## src/hw/steer_consts.svh

```systemverilog
`ifndef STEER_CONSTS_SVH
`define STEER_CONSTS_SVH

// APB register map, byte addresses.
`define ADDR_CONTROL 12'h000
`define ADDR_STATUS 12'h004

// Control register fields.
`define CTL_DELAY_LSB 0
`define CTL_DELAY_MSB 6
`define CTL_MODE_LSB 8
`define CTL_MODE_MSB 9
`define CTL_DIR_BIT 10
`define CTL_ACTIVE_LOW_BIT 11

// Status register fields.
`define STA_OUT_LSB 0
`define STA_OUT_MSB 3
`define STA_DELAY_BUSY_BIT 4

// Reset values and answers.
`define CONTROL_RESET 32'h0000_0000
`define UNMAPPED_DATA 32'h0000_0000

`endif

```

## src/hw/steer_pkg.sv

```systemverilog
package steer_pkg;

    typedef enum logic [1:0] {
        MODE_SINGLE,
        MODE_HALF,
        MODE_FULL
    } steer_mode_t;

    typedef struct packed {
        logic [6:0] delay;
        steer_mode_t mode;
        logic reverse;
        logic activeLow;
    } steer_cfg_t;

    typedef struct packed {
        logic psel;
        logic penable;
        logic pwrite;
        logic [11:0] paddr;
        logic [31:0] pwdata;
    } apb_req_t;

    typedef struct packed {
        logic pready;
        logic pslverr;
        logic [31:0] prdata;
    } apb_rsp_t;

    typedef struct packed {
        logic a;
        logic b;
        logic c;
        logic d;
    } steer_pins_t;

endpackage

```

## src/hw/deadband_delay.sv

```systemverilog
`timescale 1ns/1ps
`include "steer_consts.svh"

module deadband_delay #(
    parameter int DELAY_WIDTH = 7
) (
    // Clock and reset.
    input wire logic clk_sys,
    input wire logic rst,
    // Request level and programmed delay.
    input wire logic request,
    input wire logic [DELAY_WIDTH-1:0] delay,
    // Delayed level and counter activity.
    output logic delayed,
    output logic busy
);
    typedef struct packed {
        logic [DELAY_WIDTH-1:0] count;
        logic delayed;
        logic busy;
    } dly_state_t;

    dly_state_t state;
    dly_state_t next_state;

    initial
    begin
        if (DELAY_WIDTH < 1 || DELAY_WIDTH > 16)
        begin
            $error("deadband_delay: DELAY_WIDTH out of range");
        end
    end

    // Only the rising edge is delayed; a falling request drops the output at once,
    // so a request shorter than the delay never shows and the output stays inactive.
    always_comb
    begin
        next_state = state;
        if (!request)
        begin
            next_state.count = '0;
            next_state.delayed = 1'b0;
            next_state.busy = 1'b0;
        end
        else if (!state.delayed)
        begin
            if (state.count >= delay)
            begin
                next_state.delayed = 1'b1;
                next_state.busy = 1'b0;
            end
            else
            begin
                next_state.count = state.count + 1'b1;
                next_state.busy = 1'b1;
            end
        end
    end

    always_ff @(posedge clk_sys or posedge rst)
    begin
        if (rst)
        begin
            state <= '0;
        end
        else
        begin
            state <= next_state;
        end
    end

    assign delayed = state.delayed;
    assign busy = state.busy;

    delay_release_a: assert property (@(posedge clk_sys) disable iff (rst)
        $rose(delayed) |-> $past(request, 1) && $past(state.count, 1) >= $past(delay, 1))
        else $error("delayed output rose before the count reached the delay");
    drop_fast_a: assert property (@(posedge clk_sys) disable iff (rst)
        !request |=> !delayed)
        else $error("delayed output stayed active after the request dropped");
    count_restart_a: assert property (@(posedge clk_sys) disable iff (rst)
        $rose(request) |-> state.count == '0)
        else $error("delay counter did not restart on a new active edge");
endmodule

```

## src/hw/bridge_pwm_output_steering.sv

```systemverilog
// Our own choices: the register offsets and the APB slave port.
`timescale 1ns/1ps
`include "steer_consts.svh"

module bridge_pwm_output_steering #(
    parameter int DELAY_WIDTH = 7
) (
    // Clock and reset.
    input wire logic clk_sys,
    input wire logic rst,
    // APB slave.
    input wire steer_pkg::apb_req_t apbReq,
    output steer_pkg::apb_rsp_t apbRsp,
    // PWM waveform from the timebase.
    input wire logic pwmIn,
    // Steering outputs and their drive enables.
    output steer_pkg::steer_pins_t steerOut,
    output steer_pkg::steer_pins_t steerDrive
);
    import steer_pkg::*;

    typedef struct packed {
        steer_cfg_t cfg;
        apb_rsp_t rsp;
        steer_pins_t pins;
        steer_pins_t drive;
    } top_state_t;

    top_state_t state;
    top_state_t next_state;
    logic delayedA;
    logic delayedB;
    logic busyA;
    logic busyB;
    logic halfMode;
    logic reqA;
    logic reqB;
    logic [DELAY_WIDTH-1:0] delayCfg;
    logic access;
    steer_pins_t raw;
    steer_pins_t drv;

    initial
    begin
        if (DELAY_WIDTH != `CTL_DELAY_MSB - `CTL_DELAY_LSB + 1)
        begin
            $error("bridge_pwm_output_steering: DELAY_WIDTH must match the delay field");
        end
    end

    assign halfMode = (state.cfg.mode == MODE_HALF);
    assign reqA = halfMode & pwmIn;
    assign reqB = halfMode & ~pwmIn;
    assign delayCfg = state.cfg.delay;
    assign access = apbReq.psel & apbReq.penable;

    deadband_delay #(.DELAY_WIDTH(DELAY_WIDTH)) delayA (
        .clk_sys(clk_sys),
        .rst(rst),
        .request(reqA),
        .delay(delayCfg),
        .delayed(delayedA),
        .busy(busyA)
    );

    deadband_delay #(.DELAY_WIDTH(DELAY_WIDTH)) delayB (
        .clk_sys(clk_sys),
        .rst(rst),
        .request(reqB),
        .delay(delayCfg),
        .delayed(delayedB),
        .busy(busyB)
    );

    // Active level logic; the pin polarity is applied afterwards.
    always_comb
    begin
        raw = '0;
        drv = '0;
        unique case (state.cfg.mode)
            MODE_SINGLE:
            begin
                raw.a = pwmIn;
                drv.a = 1'b1;
            end
            MODE_HALF:
            begin
                raw.a = delayedA;
                raw.b = delayedB;
                drv.a = 1'b1;
                drv.b = 1'b1;
            end
            MODE_FULL:
            begin
                drv = '1;
                if (state.cfg.reverse)
                begin
                    raw.c = 1'b1;
                    raw.b = pwmIn;
                end
                else
                begin
                    raw.a = 1'b1;
                    raw.d = pwmIn;
                end
            end
            default:
            begin
                raw = '0;
                drv = '0;
            end
        endcase
    end

    always_comb
    begin
        next_state = state;
        next_state.rsp.pready = 1'b0;
        next_state.rsp.pslverr = 1'b0;
        next_state.rsp.prdata = `UNMAPPED_DATA;
        if (apbReq.psel && !apbReq.penable)
        begin
            next_state.rsp.pready = 1'b1;
            if (!apbReq.pwrite)
            begin
                unique case (apbReq.paddr)
                    `ADDR_CONTROL:
                    begin
                        next_state.rsp.prdata[`CTL_DELAY_MSB:`CTL_DELAY_LSB] = state.cfg.delay;
                        next_state.rsp.prdata[`CTL_MODE_MSB:`CTL_MODE_LSB] = state.cfg.mode;
                        next_state.rsp.prdata[`CTL_DIR_BIT] = state.cfg.reverse;
                        next_state.rsp.prdata[`CTL_ACTIVE_LOW_BIT] = state.cfg.activeLow;
                    end
                    `ADDR_STATUS:
                    begin
                        next_state.rsp.prdata[`STA_OUT_MSB:`STA_OUT_LSB] = state.pins;
                        next_state.rsp.prdata[`STA_DELAY_BUSY_BIT] = busyA | busyB;
                    end
                    default:
                    begin
                        next_state.rsp.pslverr = 1'b1;
                    end
                endcase
            end
            else if (apbReq.paddr != `ADDR_CONTROL && apbReq.paddr != `ADDR_STATUS)
            begin
                next_state.rsp.pslverr = 1'b1;
            end
        end
        // Writes land at the edge where the master sees pready.
        if (access && state.rsp.pready && apbReq.pwrite && apbReq.paddr == `ADDR_CONTROL)
        begin
            next_state.cfg.delay = apbReq.pwdata[`CTL_DELAY_MSB:`CTL_DELAY_LSB];
            next_state.cfg.mode = (apbReq.pwdata[`CTL_MODE_MSB:`CTL_MODE_LSB] == 2'h3)
                ? MODE_SINGLE
                : steer_mode_t'(apbReq.pwdata[`CTL_MODE_MSB:`CTL_MODE_LSB]);
            next_state.cfg.reverse = apbReq.pwdata[`CTL_DIR_BIT];
            next_state.cfg.activeLow = apbReq.pwdata[`CTL_ACTIVE_LOW_BIT];
        end
        // Undriven pins rest at their inactive level so a late enable causes no glitch.
        next_state.pins = raw ^ {4{state.cfg.activeLow}};
        next_state.drive = drv;
    end

    always_ff @(posedge clk_sys or posedge rst)
    begin
        if (rst)
        begin
            state <= '0;
        end
        else
        begin
            state <= next_state;
        end
    end

    assign apbRsp = state.rsp;
    assign steerOut = state.pins;
    assign steerDrive = state.drive;

    complement_half_a: assert property (@(posedge clk_sys) disable iff (rst)
        (state.cfg.mode == MODE_HALF && $past(state.cfg.mode) == MODE_HALF && $stable(state.cfg))
        |-> !((steerOut.a ^ state.cfg.activeLow) && (steerOut.b ^ state.cfg.activeLow)))
        else $error("both half-bridge outputs active together");
    half_delay_a: assert property (@(posedge clk_sys) disable iff (rst)
        (halfMode && $rose(reqA) && delayCfg == 7'h03) ##1 (reqA && halfMode)[*4]
        |-> !(state.pins.a ^ state.cfg.activeLow) ##1 (state.pins.a ^ state.cfg.activeLow))
        else $error("half-bridge output A did not honour a three cycle dead band");
    full_drive_a: assert property (@(posedge clk_sys) disable iff (rst)
        $past(state.cfg.mode) == MODE_FULL |-> steerDrive == 4'hF)
        else $error("full-bridge mode left a pin undriven");
    forward_a: assert property (@(posedge clk_sys) disable iff (rst)
        (state.cfg.mode == MODE_FULL && !state.cfg.reverse && !state.cfg.activeLow)
        |=> $past(state.cfg) != state.cfg
            || (steerOut.a && !steerOut.b && !steerOut.c && steerOut.d == $past(pwmIn)))
        else $error("forward pattern wrong");
    reverse_a: assert property (@(posedge clk_sys) disable iff (rst)
        (state.cfg.mode == MODE_FULL && state.cfg.reverse && !state.cfg.activeLow)
        |=> $past(state.cfg) != state.cfg
            || (steerOut.c && !steerOut.a && !steerOut.d && steerOut.b == $past(pwmIn)))
        else $error("reverse pattern wrong");
    apb_ready_a: assert property (@(posedge clk_sys) disable iff (rst)
        (apbReq.psel && !apbReq.penable) |=> apbRsp.pready)
        else $error("APB access phase not answered in one cycle");
    half_drive_a: assert property (@(posedge clk_sys) disable iff (rst)
        $past(state.cfg.mode) == MODE_HALF |-> steerDrive == 4'hC)
        else $error("half-bridge mode did not drive exactly outputs A and B");
    single_follow_a: assert property (@(posedge clk_sys) disable iff (rst)
        $past(state.cfg.mode) == MODE_SINGLE
        |-> steerOut.a == ($past(pwmIn) ^ $past(state.cfg.activeLow)))
        else $error("single output A did not follow the waveform");
    undriven_idle_a: assert property (@(posedge clk_sys) disable iff (rst)
        ((steerOut ^ {4{$past(state.cfg.activeLow)}}) & ~steerDrive) == 4'h0)
        else $error("an undriven pin left its inactive level");
endmodule

```

## config.mk

```make
export PLATFORM = sky130hd
export DESIGN_NAME = bridge_pwm_output_steering
export DESIGN_NICKNAME = d
export VERILOG_FILES = /design/src/hw/steer_pkg.sv /design/src/hw/deadband_delay.sv /design/src/hw/bridge_pwm_output_steering.sv
export VERILOG_INCLUDE_DIRS = /design/src /design/src/hw
export SDC_FILE = /design/constraint.sdc
export NUM_CORES = 1
export LEC_CHECK = 0
export ABC_AREA = 1
export BUFFER_PORTS_ARGS = -buffer_cell sky130_fd_sc_hd__buf_2
export CORE_ASPECT_RATIO = 1.2
export CORE_MARGIN = 5
export CORE_UTILIZATION = 47
export CTS_CLUSTER_SIZE = 30
export DETAILED_ROUTE_END_ITERATION = 12
export PLACE_DENSITY = 0.74
export SLEW_MARGIN = 5
export SYNTH_ARGS = -nofsm -noshare
export SYNTH_HDL_FRONTEND = slang
export SYNTH_SLANG_ARGS = --single-unit
```

## constraint.sdc

```tcl
create_clock -name clk_sys -period 1.6 [get_ports clk_sys]
set_input_delay 0.48 -clock clk_sys [delete_from_list [all_inputs] [get_ports clk_sys]]
set_output_delay 0.48 -clock clk_sys [all_outputs]
set_load 0.005 [all_outputs]
```

### Yosys cells after proc, flatten, opt, wreduce, memory -nomap -nowiden

Index checks and enable logic that the tools add are counted.

* reductions and logical operators: 14
* magnitude comparators: 2
* add/sub/neg operators: 2
* bitwise gates (word level): 6
* equal/unequal tests: 9
* mux-type cells: 31

Operators with widths (number)
* 9-bit 2-to-1 mux: 4
* 7-bit 2-to-1 mux: 4
* 7-bit by 1-bit adder with 7-bit output (second input constant): 2
* 7-bit greater-or-equal comparator: 2
* 12-bit by 3-bit equality test with 1-bit output (second input constant): 1
* 12-bit logical NOT: 1
* 2-bit 2-to-1 mux: 6
* 4-bit 2-to-1 mux: 3
* 12-bit by 3-bit != test with 1-bit output (second input constant): 1
* 12-bit nonzero test: 1
* 1-bit 2-to-1 mux: 11
* 5-bit case mux with 2 select lines: 1
* 2-bit != test (second input constant): 4
* 1-bit logical AND: 5
* 2-bit equality test (second input constant): 2
* 2-bit AND reduction: 2
* 2-bit OR reduction: 2
* 4-bit XOR: 1
* 1-bit bitwise AND: 3
* 1-bit case mux with 3 select lines: 1
* 3-bit OR reduction: 1
* 2-bit by 1-bit equality test with 1-bit output (second input constant): 1
* 2-bit logical NOT: 1
* 1-bit case mux with 2 select lines: 1
* 3 further kinds: 3

* input port bits: 50
* output and inout port bits: 42
* bits in registers: 50

### Longest topological paths before layout

Gate-level depths: netlist of run 1.

* word-level depth: 5
* depth in mapped cells: 10
* gate-level depth less buffers: 10

### Cells and area by module

A second synthesis of run 1 with hierarchy kept.

* cells, all modules: 404
* area total of the unflattened synthesis: 3256.9 um^2

Modules (own cells, without submodules)
* bridge_pwm_output_steering: times used 1, sequential area each 775.7 um^2, cells an instance 188, area each 1740.4 um^2
* deadband_delay: times used 2, sequential area each 225.2 um^2, cells an instance 108, area each 758.2 um^2

### Worst setup path before layout of run 1

Ideal clock, no wire load.

* path kind: flip-flop to flip-flop
* start point: register delayA.state[2] (netlist name)
* end point: register delayA.state[2] (netlist name)
* arrival time: 1.313 ns
* setup slack: 0.161 ns
* cell stages (with the launch flop): 11
* path through: dfrtp_1 > inv_1 > ha_1 > inv_1 > nand2_1 > nand2_1 > nand2_1 > nand2_1 > nand2_1 > nand3_1 > o21ai_1

* longest elaborated chain between the ends: 4

RTL lines
* start, declared: RTL line deadband_delay.sv:23 `dly_state_t state;`
* start signal, assigned: RTL line deadband_delay.sv:68 `state <= next_state;`
* 7-bit by 1-bit adder with 7-bit output: RTL line deadband_delay.sv:54 `next_state.count = state.count + 1'b1;`
* 7-bit 2-to-1 mux: RTL line deadband_delay.sv:47 `if (state.count >= delay)`
* 9-bit 2-to-1 mux: RTL line deadband_delay.sv:45 `else if (!state.delayed)`
* 9-bit 2-to-1 mux: RTL line deadband_delay.sv:39 `if (!request)`

Several ways; a longest one is shown, not always the timed one. The select of a mux whose other input is x is not followed.
A chain may end at the register's enable or synchronous reset.

### Final worst setup path of run 1

* start point: register state (netlist bit delayCfg[1])
* end point: register delayA.state[4] (netlist name)

* longest elaborated chain between the ends: 3

RTL lines
* start, declared: RTL line bridge_pwm_output_steering.sv:29 `top_state_t state;`
* start signal, assigned: RTL line bridge_pwm_output_steering.sv:173 `state <= next_state;`
* 7-bit greater-or-equal comparator: RTL line deadband_delay.sv:47
* 2-bit != test (no source line)
* 2-bit AND reduction (no source line)

Every way passes these cells.

==> results of run 1 <==
[per-stage QoR]
step | power (mW) | TNS [ns]
after floorplan | 1.36 | 0
after global placement | 1.38 | 0
after detailed placement | 1.38 | -0.461
after CTS | 2.44 | 0
after global routing | 2.50 | -0.266
final | 2.41 | 0
[state kept, by name, summed over array words and instances (netlist names)]
name / flops
apbRsp: 13
delayA.state: 7
delayB.state: 7
delayCfg: 7
state: 4
steerOut: 4
steerDrive: 3
delayA.busy: 1
delayA.delayed: 1
delayB.busy: 1
delayB.delayed: 1
[cell families after synthesis]
family                     after synthesis
other                                    1
DFF                                     49
and+or+nand+nor                        142
adders and majority gates               20
buffers and inverters                   84
AOI/OAI and AO/OA                       46
xor gates and xnor gates                 4
[worst max-delay path: stages, from the launching register on]
cell	delay, ns
dfrtp_1	0.41
inv_1	0.15
ha_1	0.26
nand2_1	0.08
inv_1	0.04
nand2_1	0.04
nand2_1	0.08
nand2_4	0.11
nand2_4	0.09
nand3_1	0.09
o21ai_1	0.08
[power by group]
group	internal [mW]	leakage [nW]	switching, mW
combinational	0.0416	1.10	0.0728
sequential	1.24	0.618	0.00192
clock	0.629	0.0687	0.423
total	1.91	1.79	0.498
[path summary, 6_finish.rpt]
check	from	end	slack [ns]	depth (start not counted)
worst max-delay path	delayCfg[1]	delayA.state[4]	0.05	10
max in group asynchronous	rst	steerDrive[3]	1.16	3
worst min-delay path	rst	apbRsp[4]	0.21	3
min in group clk_sys	apbReq[0]	delayCfg[0]	0.41	3
worst min register to register	delayB.busy	delayB.busy	0.53	2
worst max register to register	delayCfg[1]	delayA.state[4]	0.05	10
[Yosys cell counts, types with 6 or more instances]
cell type,number,share of area [%]
a21oi_1,10,1.7
a21oi_2,9,2.6
buf_4,43,11
dfrtp_1,49,41
ha_1,20,8.4
inv_1,34,4.3
nand2_1,56,7.1
nand3_1,43,7.2
nor2_1,17,2.1
nor2_2,9,1.9
nor3_1,6,1.0
o21ai_1,15,2.5
[per-layer routing]
metal | track usage (%) | routed length [um] | up-vias
li1 | - | - | 1165
met4 | 6.42 | 110 | 0
met5 | 0 | 0 | -
met2 | 27.0 | 3240 | 55
met3 | 2.41 | 330 | 8
met1 | 18.4 | 2430 | 1116
[final cells by class]
type,count,area [um^2]
inverter,38,146
fill,541,2660
multi-input combinational,233,1400
tap,82,103
timing repair buffer,67,418
clock inverter,3,68.8
sequential,49,1230
clock buffer,5,68.8
[repair_timing]
item,CTS,global route
pin swaps,1,2
resized for setup,7,9
endpoints found under the setup margin,14,14
hold endpoints to repair,0,0
setup buffers,0,2
==> impl_metrics.ini, run 1 <==
[route]
first_pass_iters = 4
wl_per_cell_um = 12.8
routed_wl_um = 6110
drtIter0Drc = 116
num_vias = 2344
antenna_left = 0
viasPerCell = 4.91
drc = 0

[global_route]
first_global_vias = 2263
overflow = 0
grt_max_degree = 50
grt_use_total_pct = 15.5
grt_pass1_wl_um = 9890
antenna_found_initial = 0

[floorplan]
die_w_um = 82.7
die_h_um = 97.2
start_util_pct = 48.9
die_area_mm2 = 0.00804
rows = 31
io_pins = 92
core_mm2 = 0.00609

[timing]
min_period_ns = 1.55
finClkSkew_ns = 0.00703
layout_setup_ws_ns = 0.0529
clock.fmax_mhz = 646
slew_violations = 0
rsz0062_at_grt = yes
setup_violations = 0
whs_ns = 0.211
post-route-period-util_pct = 96.7
hold_viol_final = 0

[final_layout]
final_common_cell = nand2_1
syn_to_final_growth_pct = 15.0
final_cells = 477
mostFrequentLayoutCells = nand2_1, dfrtp_1, buf_2
final_nets = 464
num_antenna_cells = 0
final_util_pct = 56.3
layout-drive-gt1-share_pct = 28.9
final_area_mm2 = 0.00343

[cts]
htreeDepth = 2
clkLatencyLatePin_ns = 0.31
cts-hold-fix-buffers = 0
cts_tree = built
cts_made_buffers = 5
clockRootBuffer = clkbuf_8
clock_sink_count = 49
cts.path.max_buffers = 2
clkSlewWorstSetupHoldPaths_ns = 0.09

[yosys]
async_reset_ff_share_pct = 100
ys.flop_type = dfrtp_1
synth_cell_types = 33
synth_edf_count = 0
postSynthCellCount = 346
yosysSeqAreaShare_pct = 41.1
synth_compound_area_share_pct = 9.74
yosysWarnings = 0
synth_xor_area_share_pct = 1.18
avgSynthCellArea_um2 = 8.61
synth_top_family_by_area = simple AND/OR/NAND/NOR gates
synthSimpleGateAreaFrac_pct = 22.9
synth_area_mm2 = 0.00298
synth_seq_cells = 49
synthMuxAreaShare_pct = 0
synth_fa_ha_area_share_pct = 8.40

[setup_path]
crit_arrival_ns = 1.74
critPathKind = flip-flop to flip-flop
critPathCaptureType = flip-flop
critical_path.max_fanout = 7
startpoint_type = flip-flop
required_ns = 1.80

[placement]
io_buffer_count = 49
gp_congestion = 0.813
post-place-ws_ns = -0.0654
dp_hpwl_um = 4510
dp.cells = 467
dpl_cell_area_mm2 = 0.00322

[status]
status = finished, final reports clean

[power_and_ir_drop]
power_density_mw_per_mm2 = 703
peakVddDrop_uv = 351
p_leak_nw = 1.79

[worst_hold_path]
hold_class = input port to asynchronous set/reset pin

[flow_run]
max_cap_violations = 0
Note: power is estimated with default switching activity, not from simulation.
==> inputs of run 2 (changes only) <==
--- a/config.mk
+++ b/config.mk
@@ -8,7 +8,7 @@
 export LEC_CHECK = 0
 export ABC_AREA = 1
 export BUFFER_PORTS_ARGS = -buffer_cell sky130_fd_sc_hd__buf_2
-export CORE_ASPECT_RATIO = 1.2
+export CORE_ASPECT_RATIO = 1.1
 export CORE_MARGIN = 5
 export CORE_UTILIZATION = 47
 export CTS_CLUSTER_SIZE = 30
==> run 2 against run 1 <==
  * First-iteration DRC count increased by 66%
  * Clock skew decreased by 0.00094 ns
  * Die area about the same
  * Sequential share of layout area increased by 0.14 points
  * Register-to-register slack improved by 0.02 ns
  * Global-route usage increased by 0.40 points
  * Sequential cell count unchanged
  * Wire length increased by 2.1%
  * Power decreased by 11%
  * Worst setup slack improved by 0.024 ns
  * Count of clock-buffer cells in the layout unchanged
==> impl_metrics.ini, run 2 (synthesis results as in run 1) <==
[final_layout]
final_common_cell = nand2_1
mostFrequentLayoutCells = nand2_1, dfrtp_1, buf_2
multiInputGateArea_mm2 = 0.00142
largest_reg_flops = 13
layout-drive-gt1-share_pct = 30.6
syn_to_final_growth_pct = 14.6
seqCellArea_mm2 = 0.00123
num_antenna_cells = 0
nFillCells = 546
final_nets = 465
final_area_mm2 = 0.00341

[setup_path]
critPathCaptureType = flip-flop
cp_cell_sequence = inv_2, ha_1, nand2_1, nand2_1, a21oi_4, nand3_4, o21ai_1
crit_arrival_ns = 1.76
startpoint_type = flip-flop
critical_path.max_fanout = 8
required_ns = 1.84
cp_slowest_cell = dfrtp_1
critical_path.max_stage_delay_ns = 0.39
critPathKind = flip-flop to flip-flop
critPathMostFrequentCell = nand2_1

[floorplan]
die_h_um = 93.5
core_mm2 = 0.00616
die_area_mm2 = 0.00804
io_pins = 92
start_util_pct = 48.4
rows = 30
die_w_um = 85.9

[timing]
setup_violations = 0
rsz0062_at_grt = yes
slew_violations = 0
hold_viol_final = 0
whs_ns = 0.154
post-route-period-util_pct = 95.2
finClkSkew_ns = 0.00608
layout_setup_ws_ns = 0.0772
clock.fmax_mhz = 657
setup_tns_ns = 0
min_period_ns = 1.52

[route]
drc = 0
first_pass_iters = 4
wl_per_cell_um = 13.1
routed_wl_um = 6230
viasPerCell = 4.95
drtIter0Drc = 192
antenna_left = 0
num_vias = 2354

[placement]
dp_hpwl_um = 4700
gp_congestion = 0.876
dpl_cell_area_mm2 = 0.00322
io_buffer_count = 49
post-place-ws_ns = -0.0190

[global_route]
grt_max_degree = 34
overflow = 0
grt_use_total_pct = 15.9
grt_pass1_wl_um = 10200
antenna_found_initial = 0
first_global_vias = 2271

[status]
status = finished, final reports clean

[flow_run]
max_cap_violations = 0

[cts]
clockRootBuffer = clkbuf_8
cts_made_buffers = 5
clkLatencyLatePin_ns = 0.31
clock_sink_count = 49
htreeDepth = 2
clkSlewWorstSetupHoldPaths_ns = 0.09
cts.path.max_buffers = 2
cts_tree = built

[worst_hold_path]
hold_class = input port to asynchronous set/reset pin

[power_and_ir_drop]
peakVddDrop_uv = 340
p_leak_nw = 1.75
power_density_mw_per_mm2 = 626
-- run 2: cell count changes in the layout (fill, tap and decap cells not counted), sizes merged --
cell | previous run | this run
clkinvlp | 1 | 3
buf | 67 | 68
bufinv | 2 | 0
-- run 2: layout make-up --
cell class                      instances  share of cell area [%]
Clock inverter                          3                   0.770
Timing Repair Buffer                   68                    12.5
Tap cell                               80                    2.93
Multi-Input combinational cell        233                    41.6
Sequential cell                        49                    35.9
Clock buffer                            5                    2.02
Inverter                               38                    4.29
-- run 2: worst max-delay path: cells and delay by family, from the launching register on --
kind,cells,cell delay (ns)
AND/OR/NAND/NOR,3,0.31
buffers and inverters,1,0.07
adder cells (fa/ha/maj),1,0.30
flip-flops,1,0.39
AO/OA/AOI/OAI,2,0.38
-- run 2: layer usage --
metal	part of all wire, %	vias up	track usage [%]	wire length (um)
met5	0	-	0	0
li1	-	1165	-	-
met1	40	1112	19.0	2460
met4	2.1	0	6.46	130
met3	6.0	8	2.38	375
met2	52	69	28.3	3260
-- run 2: path summary, 6_finish.rpt --
kind / start / endpoint / slack [ns] / cells past startpoint
setup / recovery: delayCfg[4] / delayB.state[8] / 0.08 / 7
hold / removal: rst / apbRsp[33] / 0.15 / 2
setup reg to reg: delayCfg[4] / delayB.state[8] / 0.08 / 7
hold reg to reg: delayB.busy / delayB.busy / 0.53 / 2
max in group asynchronous: rst / state[45] / 0.97 / 3
min in group clk_sys: apbReq[0] / delayCfg[0] / 0.41 / 3
-- run 2: timing repair --
item / CTS / global route
setup endpoints to repair: 12 / 16
gates resized for setup: 5 / 17
hold buffers: 0 / 0
setup buffers: 0 / 2
pin swaps: 1 / 4
-- run 2: stage by stage --
step,utilization [%],cells,power (mW)
4_1_cts,54.2,474,2.14
3_5_place_dp,52.3,466,1.38
5_1_grt,55.5,476,2.22
3_3_place_gp,52.3,466,1.38
6_report,55.5,476,2.14
2_1_floorplan,-,366,1.36
-- run 2: power by group --
| group | total, mW | internal [mW] | leakage, nW | switching [mW] |
|---|---|---|---|---|
| logic | 0.116 | 0.0414 | 1.09 | 0.0743 |
| registers | 1.24 | 1.24 | 0.618 | 0.00195 |
| clock network | 0.778 | 0.319 | 0.0423 | 0.460 |
